===== config.mk =====
export PLATFORM = sky130hd
export DESIGN_NAME = lbm_bus_master_port
export DESIGN_NICKNAME = d
export VERILOG_FILES = /design/src/shared/lbm_pkg.sv /design/src/rtl/lbm_bus_master_port.sv
export SDC_FILE = /design/constraint.sdc
export NUM_CORES = 1
export LEC_CHECK = 0
export ABC_AREA = 1
export BUFFER_PORTS_ARGS = -buffer_cell sky130_fd_sc_hd__clkbuf_2
export CORE_UTILIZATION = 35
export CTS_CLUSTER_DIAMETER = 50
export DETAILED_ROUTE_END_ITERATION = 7
export PLACE_DENSITY_LB_ADDON = 0.05
export SETUP_SLACK_MARGIN = 0.2
export SLEW_MARGIN = 15
export SYNTH_ARGS = -nofsm -noshare
export SYNTH_HDL_FRONTEND = slang
export SYNTH_SLANG_ARGS = --single-unit

===== constraint.sdc =====
create_clock -name clk_sys -period 2.4 [get_ports clk_sys]
set_input_delay 0.36 -clock clk_sys [delete_from_list [all_inputs] [get_ports clk_sys]]
set_output_delay 0.36 -clock clk_sys [all_outputs]
set_load 0.005 [all_outputs]

===== src/shared/lbm_pkg.sv =====
// constants and types for the coprocessor bus master port
//------------------------------------------------------------
// Function
//------------------------------------------------------------
// Function
// drive write/read select per cycle; float it after reset and when bus not owned.
// assert address strobe in the address state of every bus cycle.
// memory drives ready low to finish a transfer; high inserts wait states.
// ready is disregarded at the end of the address state clock.
// lock asserts in first locked address state, drops in last locked data state.
// a configuration bit disables lock; then lock never asserts.
// system holds bus width select static; high is 32-bit, low 16-bit.
// 16-bit data uses low half in little endian, high half in big endian.
// request the bus with an active-high request; drop it before grant falls.
// give up the bus on grant removal or on throttle timer expiry.
// arbiter grants high, drops grant only after seeing request low.
// grant loss while requesting makes the port drop request within bounded clocks.
// permanent access loops grant back from request; never tie grant high.
// in external throttle mode the trigger input starts the throttle timer.
// one address state then data states until ready low; two clocks minimum.
// start cycles only while granted; finish a running cycle before releasing.
package lbm_pkg;

  // grant synchroniser depth
  localparam int LBM_SYNC_STAGES = 2;
  // throttle tenure counter width; a limit of zero means no limit
  localparam int LBM_TIMER_W = 16;
  // clocks from grant loss to request low with no cycle running: sync plus decision
  localparam int LBM_RELEASE_MAX_CLK = 4;
  // bus field widths and reset levels
  localparam int LBM_ADDR_W = 30;
  localparam int LBM_DATA_W = 32;
  localparam int LBM_HALF_W = 16;
  localparam logic LBM_STROBE_IDLE = 1'h1;
  localparam logic LBM_LOCK_IDLE = 1'h1;

  // bus states, gray coded along idle-request-own-address-data-release
  typedef enum logic [2:0] {
    LBM_IDLE = 3'h0,
    LBM_REQ  = 3'h1,
    LBM_OWN  = 3'h3,
    LBM_ADDR = 3'h2,
    LBM_DATA = 3'h6,
    LBM_REL  = 3'h4
  } lbm_state_e;

  // one user transfer request
  typedef struct packed {
    logic write;
    logic locked;
    logic lock_last;
    logic [LBM_ADDR_W-1:0] addr;
    logic [LBM_DATA_W-1:0] wdata;
  } lbm_req_s;

endpackage


===== src/rtl/lbm_bus_master_port.sv =====
// bus master port: request/grant, strobe/ready cycles, lock and throttle timer
module lbm_bus_master_port import lbm_pkg::*; (
  // clock and reset
  input wire logic clk_sys,
  input wire logic rst_b,
  // user side request and answer
  input wire logic req_valid,
  input wire lbm_req_s req,
  output logic req_ready,
  output logic rsp_done,
  output logic [LBM_DATA_W-1:0] rsp_rdata,
  // configuration and status
  input wire logic cfg_lock_disable,
  input wire logic cfg_little_endian,
  input wire logic cfg_throttle_ext,
  input wire logic [LBM_TIMER_W-1:0] cfg_tenure_limit,
  output logic bus_owned,
  // arbitration pins
  output logic bus_request,
  input wire logic bus_grant_in,
  input wire logic throttle_trigger_in,
  // cycle control pins
  input wire logic ready_b_in,
  input wire logic bus_width_select,
  output logic address_strobe_b,
  output logic address_strobe_oe,
  output logic wr_sel,
  output logic wr_sel_oe,
  output logic lock_b,
  output logic lock_oe,
  // address and data pins
  output logic [LBM_ADDR_W-1:0] addr_out,
  output logic addr_oe,
  output logic [LBM_DATA_W-1:0] data_out,
  output logic data_oe,
  input wire logic [LBM_DATA_W-1:0] data_in
);

  //------------------------------------------------------------
  // lane steering
  //------------------------------------------------------------

  // move the low half onto the high lanes for 16-bit big endian
  function automatic logic [LBM_DATA_W-1:0] lane_place(input logic [LBM_DATA_W-1:0] d,
                                                       input logic wide, input logic le);
    if (wide || le) begin
      lane_place = d;
    end else begin
      lane_place = {d[LBM_HALF_W-1:0], d[LBM_HALF_W-1:0]};
    end
  endfunction

  // pick the live half of read data in 16-bit mode
  function automatic logic [LBM_DATA_W-1:0] lane_pick(input logic [LBM_DATA_W-1:0] d,
                                                      input logic wide, input logic le);
    if (wide) begin
      lane_pick = d;
    end else if (le) begin
      lane_pick = {{LBM_HALF_W{1'h0}}, d[LBM_HALF_W-1:0]};
    end else begin
      lane_pick = {{LBM_HALF_W{1'h0}}, d[LBM_DATA_W-1:LBM_HALF_W]};
    end
  endfunction

  //------------------------------------------------------------
  // state
  //------------------------------------------------------------

  lbm_state_e state, next_state;
  logic [LBM_SYNC_STAGES-1:0] grant_sync;
  logic grant_s;
  logic trig_prev, next_trig_prev;
  logic timer_run, next_timer_run;
  logic [LBM_TIMER_W-1:0] tenure_cnt, next_tenure_cnt;
  logic expired, next_expired;
  logic lock_active, next_lock_active;
  logic cur_lock_last, next_cur_lock_last;
  logic next_req_ready, next_rsp_done, next_bus_owned, next_bus_request;
  logic next_address_strobe_b, next_wr_sel, next_lock_b, next_data_oe;
  logic [LBM_DATA_W-1:0] next_rsp_rdata, next_data_out;
  logic [LBM_ADDR_W-1:0] next_addr_out;
  logic release_due;

  // grant arrives from another clocking world, so only the last stage is read
  assign grant_s = grant_sync[LBM_SYNC_STAGES-1];
  assign release_due = !grant_s || expired;

  // next values for the whole port
  always_comb begin
    next_state = state;
    next_trig_prev = throttle_trigger_in;
    next_timer_run = timer_run;
    next_tenure_cnt = tenure_cnt;
    next_expired = expired;
    next_lock_active = lock_active;
    next_cur_lock_last = cur_lock_last;
    next_rsp_done = 1'h0;
    next_rsp_rdata = rsp_rdata;
    next_wr_sel = wr_sel;
    next_addr_out = addr_out;
    next_data_out = data_out;
    case (state)
      LBM_IDLE: begin
        if (req_valid) begin
          next_state = LBM_REQ;
        end
      end
      LBM_REQ: begin
        // wait for the synchronised grant before owning
        if (grant_s) begin
          next_state = LBM_OWN;
        end
      end
      LBM_OWN: begin
        // grant loss or timer expiry ends the tenure
        if (release_due) begin
          next_state = LBM_REL;
        // cycles only start from the owned state
        end else if (req_valid && req_ready) begin
          next_state = LBM_ADDR;
          next_wr_sel = req.write;
          next_addr_out = req.addr;
          next_data_out = lane_place(req.wdata, bus_width_select, cfg_little_endian);
          next_cur_lock_last = req.lock_last;
          // lock held off when disabled
          if (req.locked && !cfg_lock_disable) begin
            next_lock_active = 1'h1;
          end
        end else if (!req_valid) begin
          next_state = LBM_REL;
        end
      end
      LBM_ADDR: begin
        // ready is not looked at in the address state
        next_state = LBM_DATA;
      end
      LBM_DATA: begin
        // last locked cycle drops lock in its data state
        if (cur_lock_last) begin
          next_lock_active = 1'h0;
        end
        // low ready ends the transfer, high inserts a wait
        if (!ready_b_in) begin
          next_rsp_done = 1'h1;
          // read half chosen by width and byte order
          next_rsp_rdata = lane_pick(data_in, bus_width_select, cfg_little_endian);
          next_state = release_due ? LBM_REL : LBM_OWN;
        end
      end
      LBM_REL: begin
        // request already low, wait for the grant to follow
        next_lock_active = 1'h0;
        if (!grant_s) begin
          next_state = LBM_IDLE;
        end
      end
      default: begin
        next_state = LBM_IDLE;
      end
    endcase
    // throttle timer start, on grant or on the external trigger edge
    if (state == LBM_IDLE || state == LBM_REL) begin
      next_timer_run = 1'h0;
      next_tenure_cnt = '0;
      next_expired = 1'h0;
    end else if (!timer_run) begin
      if (cfg_throttle_ext ? (throttle_trigger_in && !trig_prev) : (state == LBM_OWN)) begin
        next_timer_run = 1'h1;
      end
    end else if (cfg_tenure_limit != '0) begin
      if (tenure_cnt >= cfg_tenure_limit - LBM_TIMER_W'(1)) begin
        next_expired = 1'h1;
      end else begin
        next_tenure_cnt = tenure_cnt + LBM_TIMER_W'(1);
      end
    end
    // registered pin and status images of the next state
    next_bus_owned = (next_state == LBM_OWN) || (next_state == LBM_ADDR) || (next_state == LBM_DATA);
    next_bus_request = (next_state == LBM_REQ) || next_bus_owned;
    next_req_ready = (next_state == LBM_OWN) && !next_expired;
    // strobe low exactly in the address state
    next_address_strobe_b = !(next_state == LBM_ADDR);
    next_lock_b = !(next_lock_active && next_bus_owned);
    next_data_oe = next_bus_owned && next_wr_sel && (next_state != LBM_OWN);
  end

  // registers only
  always_ff @(posedge clk_sys or negedge rst_b) begin
    if (!rst_b) begin
      state <= LBM_IDLE;
      grant_sync <= '0;
      trig_prev <= 1'h0;
      timer_run <= 1'h0;
      tenure_cnt <= '0;
      expired <= 1'h0;
      lock_active <= 1'h0;
      cur_lock_last <= 1'h0;
      req_ready <= 1'h0;
      rsp_done <= 1'h0;
      rsp_rdata <= '0;
      bus_owned <= 1'h0;
      bus_request <= 1'h0;
      address_strobe_b <= LBM_STROBE_IDLE;
      address_strobe_oe <= 1'h0;
      wr_sel <= 1'h0;
      wr_sel_oe <= 1'h0;
      lock_b <= LBM_LOCK_IDLE;
      lock_oe <= 1'h0;
      addr_out <= '0;
      addr_oe <= 1'h0;
      data_out <= '0;
      data_oe <= 1'h0;
    end else begin
      state <= next_state;
      grant_sync <= {grant_sync[LBM_SYNC_STAGES-2:0], bus_grant_in};
      trig_prev <= next_trig_prev;
      timer_run <= next_timer_run;
      tenure_cnt <= next_tenure_cnt;
      expired <= next_expired;
      lock_active <= next_lock_active;
      cur_lock_last <= next_cur_lock_last;
      req_ready <= next_req_ready;
      rsp_done <= next_rsp_done;
      rsp_rdata <= next_rsp_rdata;
      bus_owned <= next_bus_owned;
      bus_request <= next_bus_request;
      address_strobe_b <= next_address_strobe_b;
      // pins float whenever the bus is not owned
      address_strobe_oe <= next_bus_owned;
      wr_sel <= next_wr_sel;
      wr_sel_oe <= next_bus_owned;
      lock_b <= next_lock_b;
      lock_oe <= next_bus_owned;
      addr_out <= next_addr_out;
      addr_oe <= next_bus_owned;
      data_out <= next_data_out;
      data_oe <= next_data_oe;
    end
  end
endmodule


==> results of run 1 <==
==> kinds of logic after synthesis <==
family / Yosys count / share of synthesized area (%)
xor+xnor: 25 / 3.43
fa+ha+maj: 18 / 3.53
buf+inv: 104 / 7.02
compound gates: 117 / 9.97
flops: 128 / 50.3
simple gates: 393 / 25.8
==> cells in the final DEF (no fill, tap or decap), types with 4 or more instances in the layout <==
cell type,instances
sky130_fd_sc_hd__inv_1,59
sky130_fd_sc_hd__ha_1,17
sky130_fd_sc_hd__dfrtp_1,126
sky130_fd_sc_hd__xor2_1,19
sky130_fd_sc_hd__inv_2,5
sky130_fd_sc_hd__xnor2_1,6
sky130_fd_sc_hd__a31oi_1,16
sky130_fd_sc_hd__nor2_1,55
sky130_fd_sc_hd__nor2_4,4
sky130_fd_sc_hd__nand3_1,37
sky130_fd_sc_hd__a21oi_1,8
sky130_fd_sc_hd__nand3_2,11
sky130_fd_sc_hd__nand4_1,8
sky130_fd_sc_hd__o21ai_0,86
sky130_fd_sc_hd__buf_4,36
sky130_fd_sc_hd__clkbuf_2,225
sky130_fd_sc_hd__buf_6,6
sky130_fd_sc_hd__inv_6,6
sky130_fd_sc_hd__nor2_2,9
sky130_fd_sc_hd__nand2_1,249
sky130_fd_sc_hd__clkbuf_16,17
sky130_fd_sc_hd__nand2_2,5
sky130_fd_sc_hd__nor3_1,4
==> timing repair <==
action / in CTS / in global routing
pin swaps: 4 / 26
resized for setup: 6 / 35
hold buffers: 1 / 0
setup endpoints to repair: 9 / 18
setup buffers: 2 / 3
hold endpoints to repair: 55 / 0
==> flip-flops by register name (all words and copies together), names as in the netlist, 2 cells and up <==
register and count:
data_out 32, addr_out 30, tenure_cnt 16, grant_sync 2, state 3, rsp_rdata 32
==> power by group through the flow <==
| stage | Sequential (mW) | Combinational, mW | Clock [mW] |
|---|---|---|---|
| floorplan | 3.40 | 1.14 | 0 |
| global placement | 3.39 | 2.42 | 0 |
| detailed placement | 3.37 | 2.44 | 0 |
| CTS | 3.36 | 2.46 | 2.61 |
| global route | 3.47 | 2.84 | 2.72 |
| finish | 3.35 | 2.48 | 2.55 |
==> routing by layer <==
layer,share of wire [%],vias to the layer above
li1,-,3018
met1,45,2623
met2,45,168
met3,8.4,16
met4,1.1,0
met5,0,-
==> worst min path at each step <==
stage / endpoint / depth (start not counted)
floorplan: addr_oe / 0
global placement: grant_sync[1] / 0
detailed placement: grant_sync[1] / 0
CTS: grant_sync[0] / 1
global route: grant_sync[0] / 1
finish: grant_sync[0] / 1
==> area by class of cell <==
type | instances | area [sq um] | area share [%]
clock buffer | 18 | 439 | 5.03
inverter | 66 | 251 | 2.88
timing repair buffer | 272 | 1540 | 17.7
sequential | 128 | 3210 | 36.7
multi-input combinational | 553 | 2880 | 32.9
tap | 225 | 282 | 3.22
clock inverter | 14 | 143 | 1.63
==> results.txt, run 1 <==
- Status: completed
* Critical setup path kind: in -> reg
- For this run, global-route usage on met2 was measured as between 20 and 30%.
* Setup crit start kind: input port
* Detailed-route via count: about 5,800
* Number of optimization iterations in the first detailed-route pass: 5
- The tool flagged a number of max-cap violations equal to 0.
* Sequential fraction of design power: between 40% and 50%
- In the routed design, unresolved DRC markers number 0.
* HPWL after DPL: about 13 mm
* Die area: 18,800 sq um
* Flop and latch count out of synthesis: roughly 130
- Overall Global Routing Usage: 19.3%
- The synthesized netlist contains 34 unique library cells.
- Post-Route Hold Slack: approximately 54 ps
- At the end of the flow the core is filled with cells to around half.
* Cell area power density: between 900 and 1000 nW/um^2
* Cell Count, Final, Fillers Out: around 1,300
- After filler insertion, the fill cell instance count of the layout stands at between 1,500 and 2,000.
* Data arrival, critical path: 2570 ps
* Path class of the lowest-slack min-delay path: in -> reg
* Cells after Synth: just under 800
- Total overflow reported by the global router: 0
* Most instantiated library cell after synthesis: sky130_fd_sc_hd__nand2_1
- Ranked by instance count, the synthesized netlist is headed by 253 x sky130_fd_sc_hd__nand2_1, 126 x sky130_fd_sc_hd__dfrtp_1, 87 x sky130_fd_sc_hd__o21ai_0.
* Proportion of power drawn by combinational gates: between 20% and 30%
- Of the cells placed in the final design, the portion with a size suffix greater than 1 is around 34%.
- Final count of hold timing violations: 0
- The critical path crosses 17 cells after its start point.
- Met1 usage: 26.3%
- Worst EP required: 2700 ps
* Relative contribution of the clock network to total power: a little under a third
* Max_slew headroom: 58.6%
- During placement, the flow inserted port buffers numbering 228.
- Width of the die: roughly 140 um
- Start point of the critical path: cfg_tenure_limit[4]
- When the netlist entered floorplanning its net count stood at slightly above 900.
- For this design the static power due to leakage is 4.76 nW.
- IO Pins: between 200 and 250
- For flop-to-flop paths, the worst setup slack is around 560 ps.
* Part of the cycle the worst path needs: 94.4%
* Number of vias per cell: between 4 and 5
* Std-Cell Rows: 48
* Switching share of total power: between 30 and 40%
- Maximum clock path buffer count: 2
* Via count of the first global-routing pass: between 5,000 and 6,000
* CTS Root Buffer Type: sky130_fd_sc_hd__clkbuf_16
- Diodes inserted: 0
- The critical path contains buffers and inverters numbering 4 combined.
* Beginning of the worst register-to-register path: tenure_cnt[11]
* Chain of cells forming the critical path: buf_8, buf_6, nor2_4, nand2_2, nor3_4, nand2_2, nor3_4, xor2_1, inv_1, ha_1, nand2_2, nor2_2, a21oi_2, nand3_4, buf_6, nand3_2, nand2_1
* Sink count of the clock tree: between 100 and 150
- Mapped Area: about 6400 sq um
- Summing the sequential cell areas from Yosys gives roughly half of the chip area.
- Peak supply drop: ~0.55 mV
- After synthesis, the share of flip-flops with an asynchronous set or reset is 100%.
- Area of the core region: 17,500 sq um
* Max stage delay on crit path: slightly above 300 ps
* Setup ws final: between 100 and 150 ps
- First-pass GRT wire length: between 20 and 30 mm
- Starting Density: 36.4%
- For this run, the top clock speed supported by timing is roughly 440 MHz.
- Crit. End Element: flip-flop
- Dpl ws: -262 ps
- The worst register-to-register path ends at tenure_cnt[11].
- Avg Inst Size Synth: between 8 and 9 sq um
* Pwr Total: around 8.4 mW
- The layer flagged by global routing as most heavily used is met2.
- Placed cell count: 1,238
- Detailed Route Iter0 Violations: 196
* Placed Area: about 8000 sq um
- Post-Layout Inst Area: approximately 8700 sq um
* Kind of cell adding the most delay to the critical path: simple AND/OR/NAND/NOR gates
* Sum of negative setup slack: 0 ps
- In the global route stage, met3 resource usage came out at under 10%.
- Clk_skew: 12.7 ps
* Worst slew pin tran: a little over 600 ps
* RSZ-0062 raised after global routing: yes
* Critical path endpoint: tenure_cnt[11]
- CTS tree: built
- By area the synthesized netlist is led by sky130_fd_sc_hd__dfrtp_1 49%, sky130_fd_sc_hd__nand2_1 15%, sky130_fd_sc_hd__o21ai_0 6.8%.
- The floorplan step set the die height to between 100 and 150 um.
- Clock tree synthesis inserted a total of 17 buffers.
- The most used flip-flop cell after synthesis is sky130_fd_sc_hd__dfrtp_1.
- Yosys synthesis warning count: 0
- Net switching power: 2.85 mW
* Clock transition at the registers of the reported paths: approximately 60 ps
- Crit path max-delay cell type: sky130_fd_sc_hd__ha_1
- RD Place Congestion: ~0.78
- The initial antenna violation count is 0.
- Area share of the leading cell type in the synthesized netlist: between 40% and 50%
* Detail Route Antenna Nets: 0
* Avg WL per Cell: 13.4 um
- Along the worst path, the maximum fanout reaches 6.
* Hold path startpoint: bus_grant_in
* Pin count of the biggest net entering global routing: 65
- The biggest area contributor in the post-synthesis netlist is sky130_fd_sc_hd__dfrtp_1.
- Final critical-path required period: 2270 ps
* Final setup violation count: 0
- At the later pin of the worst-skew pair, clock insertion delay measures 420 ps.
- The net count of the finished layout is 1,179.
- Register-to-Register Path Depth: 8
- The internal portion of the total power is around 5.5 mW.
- Most Frequent Cell on Critical Path: sky130_fd_sc_hd__nand2_2
* Area growth from synthesis to layout: 37.1%
- Final number of max-transition violations: 0
- Yosys mapped a number of flops with a built-in enable equal to 0.
* Total Routed Length: approximately 17 mm
- Deepest level of the CTS H-tree: 4
(Power assumes the default switching activity.)
==> run 2: changes to the inputs <==
Settings changed: GPL_TIMING_DRIVEN set to 0.
==> run 2 against run 1 <==
Final area fell by 0.10%. Routed wire length rose by 6.3%. Fmax fell by 0.67%. Worst setup slack got worse by 15 ps. Critical path depth did not move. Hold slack improved by 9.1 ps. Clock skew barely moved. Final cell count rose by 0.47%. Die area did not move. Sequential power barely moved. Total power rose by 1.1%.
==> results.txt, run 2 (synthesis gave the netlist of run 1 again) <==
- Status: completed
- The final critical path takes up about 95% of the cycle.
- The initial utilization of the core area, before any placement, comes to approximately 36%.
- Total Routed Length: about 18 mm
- Pin count of the biggest net entering global routing: 67
* Highest clock rate: about 440 MHz
* Total overflow reported by the global router: 0
* Most common cell after layout, fill and taps aside: sky130_fd_sc_hd__nand2_1
- Diodes inserted: 0
- RD Place Congestion: around 0.81
- CTS placed an instance of sky130_fd_sc_hd__clkbuf_16 at the clock tree root.
* CTS tree: built
* Clock latency on the worst-skew pair: 420 ps
* Final count of hold timing violations: 0
* Max_slew headroom: a little over three fifths
* Detailed Route Iter0 Violations: 277
- Maximum clock path buffer count: 2
- Together, buffers and inverters on the worst path number 3.
* TritonCTS Buffers: 17
- Register-to-Register Path Depth: 8
- In the final design database the tool counted around 1,200 nets.
- Traced cell by cell, the critical path runs through buf_4, nor2_4, nand2_2, nor2_2, nand4_1, nor2_2, nand2_1, xor2_1, inv_1, ha_4, a21oi_2, o21ai_1, a21oi_2, nand3_4, clkbuf_16, nand3_2, nand2_1.
- Sink count of the clock tree: ~130
- OpenSTA, run right after detailed placement, puts the worst setup slack at -386 ps.
- Using the TritonRoute via totals, the vias-per-cell ratio works out to 4.63.
* Sum of negative setup slack: 0 ps
- Path class of the lowest-slack min-delay path: in -> reg
- Avg WL per Cell: 14.2 um
- Worst EP required: 2700 ps
- Critical setup path kind: in -> reg
- Beginning of the worst register-to-register path: tenure_cnt[11]
* Reg2Reg Capture Point: tenure_cnt[15]
- Setup repair after global routing could not meet its margin everywhere.
- Final core utilization: between 40 and 50%
- The first global-routing pass estimated approximately 29 mm of wire.
- For the pin with the worst max-slew slack, the measured transition is between 500 and 600 ps.
- Clk_skew: 12.6 ps
- In the global route stage, overall resource usage came out at about 20%.
* Kind of cell adding the most delay to the critical path: simple AND/OR/NAND/NOR gates
- Commonest cells after routing, fill and taps aside: 245 x sky130_fd_sc_hd__nand2_1, 220 x sky130_fd_sc_hd__clkbuf_2, 126 x sky130_fd_sc_hd__dfrtp_1, 86 x sky130_fd_sc_hd__o21ai_0, 59 x sky130_fd_sc_hd__inv_1
* Number of violations of the max-capacitance limit: 0
- Power spread over the standard cell area amounts to 970 nW/um^2.
- Width of the die: approximately 140 um
* Number of optimization iterations in the first detailed-route pass: 5
- Count of port buffers added during placement: around 230
- Power comes to between 8 and 9 mW.
* Via count of the first global-routing pass: about 5,700
- Detailed placement ended at an HPWL of about 13 mm.
- CTS built an H-tree with a depth of 4.
* Critical-path maximum fanout: 6
- For this run, the slowest stage of the critical path takes about 250 ps.
* Post-detailed-route DRC marker count: 0
- Setup violations remaining at the end of the flow were counted as 0.
- Std-Cell Rows: 48
* Detail Route Antenna Nets: 0
- Number of antenna violations at the first check in global routing: 0
- Leading registers by flop count: data_out: 32 flops, rsp_rdata: 32 flops, addr_out: 30 flops
- After layout, the minimum clock period comes to 2280 ps.
* Clock transition at the registers of the reported paths: ~60 ps
* Setup ws final: about 120 ps
* Pleak: about 4.7 nW
* Die area: around 19,000 sq um
* Area growth from synthesis to layout: 36.9%
- IR analysis of the VDD net gives a maximum drop of ~0.6 mV.
- Area of the core region: ~18,000 sq um
- Detailed-route via count: between 5,000 and 6,000
- Hold-critical path endpoint: grant_sync[0]
- Hold path startpoint: bus_grant_in
- The worst setup path is launched from an input port.
- Data arrives at the worst endpoint at ~2600 ps.
* Crit. End Element: flip-flop
- Worst Hold Path Cells: 1
- Vert. Die Dim: 137 um
- Worst reg2reg setup slack: 480 ps
- IO Pins: between 200 and 250
* Fraction of layout cells with a size suffix above 1: between 30% and 40%
- The final count of pins violating max slew came to 0.
- On the critical path, the stage with the largest delay is an instance of sky130_fd_sc_hd__ha_4.
==> run 2: changes by cell type in the layout (fill, tap and decap cells not counted), moves of 5 or more <==
cell                       delta
sky130_fd_sc_hd__clkbuf_2     -5
sky130_fd_sc_hd__clkbuf_1    +18
sky130_fd_sc_hd__buf_4       -17
sky130_fd_sc_hd__buf_2       +12
sky130_fd_sc_hd__nor2_2       -5
sky130_fd_sc_hd__nand3_1      +5
==> run 2: timing repair <==
item,CTS,global route
pin swaps,3,27
cloned,0,1
hold buffers,1,0
setup endpoints to repair,17,18
resized for setup,13,38
endpoints found under the hold margin,61,0
buffers inserted,7,3
==> run 2: area by class of cell <==
class,count,area (sq um)
Tap cell,225,282
Timing Repair Buffer,240,1320
Multi-Input combinational cell,553,2890
Buffer,38,200
Clock buffer,18,429
Fill cell,1779,8810
Clock inverter,14,156
Sequential cell,128,3210
Inverter,66,251
==> run 2: power by group <==
part / leakage, nW / internal, mW / switching (mW)
Clock: 0.274 / 1.54 / 1.03
Sequential: 1.70 / 2.91 / 0.445
Combinational: 2.75 / 1.17 / 1.37
==> run 2: metrics by stage <==
stage          hold WS, ps  instance area [sq um]  cells
2_1_floorplan         64.4                   6410    785
3_3_place_gp           337                   7830   1237
3_5_place_dp           346                   7870   1238
4_1_cts               47.5                   8570   1278
5_1_grt               44.3                   8730   1282
6_report              63.5                   8730   1282
==> run 2: worst max-delay path by stage <==
stage | slack (ps) | depth (start not counted) | startpoint | end
6_report | 120 | 17 | cfg_tenure_limit[4] | tenure_cnt[15]
5_1_grt | -8 | 17 | cfg_tenure_limit[4] | tenure_cnt[6]
4_1_cts | 180 | 17 | cfg_tenure_limit[0] | tenure_cnt[12]
3_5_place_dp | -390 | 17 | cfg_tenure_limit[0] | tenure_cnt[10]
3_3_place_gp | -1250 | 1 | rst_b | addr_out[16]
2_1_floorplan | 9 | 16 | cfg_tenure_limit[0] | tenure_cnt[10]
==> run 2: routing by layer <==
metal | GRT usage [%] | wire, um
met1 | 25.2 | 8170
met2 | 31.8 | 8600
met3 | 6.19 | 1250
met4 | 6.23 | 225
met5 | 0 | 0
==> run 3: changes to the inputs <==
--- a/config.mk
+++ b/config.mk
@@ -12,4 +12,5 @@
 export DETAILED_ROUTE_END_ITERATION = 7
 export GPL_TIMING_DRIVEN = 0
+export MAX_ROUTING_LAYER = met4
 export PLACE_DENSITY_LB_ADDON = 0.05
 export SETUP_SLACK_MARGIN = 0.2
==> constraint.sdc (replaced) <==
create_clock -name clk_sys -period 2.4 [get_ports clk_sys]
set_input_delay 0.36 -clock clk_sys [delete_from_list [all_inputs] [get_ports clk_sys]]
set_output_delay 0.36 -clock clk_sys [all_outputs]
set_load 0.1 [all_outputs]
==> run 3 against run 2 <==
First-iteration DRC count rose by 3.6%. Clock skew rose by 1.2 ps. Sequential share of layout area did not move. Core utilization did not move. Register-to-register slack barely moved. Global-route usage rose by 0.63 points. Die area did not move. Sequential cell count did not move. Hold slack got worse by 2.0 ps. Critical path depth did not move. Critical endpoint unchanged.
==> results.txt, run 3 (synthesis gave the netlist of run 1 again) <==
- The flow ran to the end, and the final reports show no timing, DRC or antenna violations.
* Area taken by flip-flops and latches: about 3200 sq um
- Counting the buffers created by CTS gives 17.
* Worst EP required: 2700 ps
- From left edge to right edge, the die measures between 100 and 150 um.
* Number of optimization iterations in the first detailed-route pass: 4
* Most common cell after layout, fill and taps aside: sky130_fd_sc_hd__nand2_1
* CTS Root Buffer Type: sky130_fd_sc_hd__clkbuf_16
* Maximum clock path buffer count: 2
- Count of port buffers added during placement: roughly 230
- CTS tree: built
* Cell Count, Final, Fillers Out: 1,282
* First-pass GRT wire length: ~28 mm
- Area of the core region: around 18,000 sq um
- Final count of hold timing violations: 0
- 0 antenna diodes ended up in the layout.
- Placed cell count: around 1,200
- Sink count of the clock tree: 128
- The wire-length estimate of the detail-placed layout is around 13 mm.
- Post-detailed-route DRC marker count: 0
- Clock latency on the worst-skew pair: ~420 ps
- The die covers ~19,000 sq um.
- Summed over all layers, the routed wires come to around 18 mm.
- Entering global routing, the biggest net connects 67 pins.
* Via count of the first global-routing pass: approximately 5,700
- For this design the top-level I/O count stands at between 200 and 250.
- In the final layout, the multi-input gates occupy between 2000 and 3000 sq um.
- Fraction of layout cells with a size suffix above 1: about 32%
* Worst slew pin tran: 572 ps
- Vert. Die Dim: roughly 140 um
* Final setup violation count: 0
- Data arrives at the worst endpoint at 2580 ps.
* Leading registers by flop count: data_out: 32 flops, rsp_rdata: 32 flops, addr_out: 30 flops
- Part of the cycle the worst path needs: 94.9%
- Final critical-path required period: roughly 2300 ps
- Number of antenna violations at the first check in global routing: 0
- Final number of max-transition violations: 0
- For this configuration, the core starts out at a cell density of between 30% and 40%.
- Clock skew on the completed layout was measured at approximately 14 ps.
* Avg WL per Cell: 14.2 um
* Critical-path maximum fanout: 6
* Path class of the lowest-slack min-delay path: in -> reg
- The count of nets left with antenna violations once routing finished came out at 0.
- The congestion estimate from routability-driven global placement came to 0.826.
* Max stage delay on crit path: 250 ps
- By startpoint and endpoint, the worst setup path is classified as in -> reg.
* Detailed-route via count: just under 6,000
- STA classifies the critical path startpoint as an input port.
* Crit. End Element: flip-flop
* Area growth from synthesis to layout: 36.9%
- In this run the tightest slew margin relative to its limit is 62.0%.
* Deepest level of the CTS H-tree: 4
* Number of vias per cell: 4.64
- The library cells used most frequently in the layout, excluding fill and tap cells, are 245 x sky130_fd_sc_hd__nand2_1, 220 x sky130_fd_sc_hd__clkbuf_2, 126 x sky130_fd_sc_hd__dfrtp_1, 86 x sky130_fd_sc_hd__o21ai_0, 59 x sky130_fd_sc_hd__inv_1.
- Clock transition at the registers of the reported paths: approximately 60 ps
- The detailed router finished its first iteration with 287 violations.
- Final net count: between 1,000 and 1,500
* Number of filler cells placed in the layout: approximately 1,800
- The critical path goes through buf_4, nor2_4, nand2_2, nor2_2, nand4_1, nor2_2, nand2_1, xor2_1, inv_1, ha_4, a21oi_2, o21ai_1, a21oi_2, nand3_4, clkbuf_16, nand3_2, nand2_1.
- For this design, the slowest cell found on the critical path is sky130_fd_sc_hd__ha_4.
- After global routing the overflow that remains totals 0.
- The tool flagged a number of max-cap violations equal to 0.
- Static timing analysis puts the maximum clock frequency at 439 MHz.
- The floorplan has 48 rows.
- Overall Global Routing Usage: 20.4%
* RSZ-0062 raised after global routing: yes
==> run 3: timing repair <==
action,CTS,global route
pin swaps,3,27
endpoints found under the hold margin,61,0
resized for setup,13,38
hold buffers,1,0
endpoints found under the setup margin,17,18
buffers inserted,7,3
gates cloned,0,1
==> run 3: worst max-delay path, delay by kind of cell <==
| kind | cells | cell delay, ps |
|---|---|---|
| simple gates | 9 | 1000 |
| compound gates | 3 | 370 |
| buf+inv | 3 | 450 |
| xor+xnor | 1 | 150 |
| fa+ha+maj | 1 | 250 |
==> run 3: final cells by class <==
cell class	count	share of cell area, %
flip-flops and latches	128	36.7
multi-input cells	553	33.1
repair buffers	240	15.1
clock buffers	18	4.92
well taps	225	3.22
inverters	66	2.88
plain buffers	38	2.29
clock inverters	14	1.79
==> run 3: worst paths after layout <==
check | slack, ps | start | end | cells past startpoint
max in group asynchronous | 1170 | rst_b | address_strobe_b | 3
max | 120 | cfg_tenure_limit[4] | tenure_cnt[15] | 17
min reg2reg | 360 | grant_sync[0] | grant_sync[1] | 0
min in group asynchronous | 470 | rst_b | data_out[8] | 2
min | 60 | bus_grant_in | grant_sync[0] | 1
max reg2reg | 480 | tenure_cnt[11] | tenure_cnt[15] | 8
==> run 3: metal layers <==
layer	wire [um]	track usage, %
met4	267	6.23
met1	8230	25.9
met2	8600	31.8
met3	1130	5.37
met5	0	-
==> run 3: stage by stage <==
step | util (%) | instance area, sq um | hold slack (ps) | TNS [ps] | worst slack (ps)
2_1_floorplan | - | 6410 | 64.4 | 0 | 8.70
3_3_place_gp | 44.7 | 7830 | 337 | -163300 | -1250
3_5_place_dp | 44.9 | 7870 | 346 | -6200 | -386
4_1_cts | 48.9 | 8570 | 47.5 | 0 | 184
5_1_grt | 49.8 | 8730 | 42.3 | -25.7 | -7.16
6_report | 49.8 | 8730 | 61.4 | 0 | 122
Power of run 3 is not shown: default switching activity piles up to over one toggle a cycle in this logic, so the estimate is an artifact.
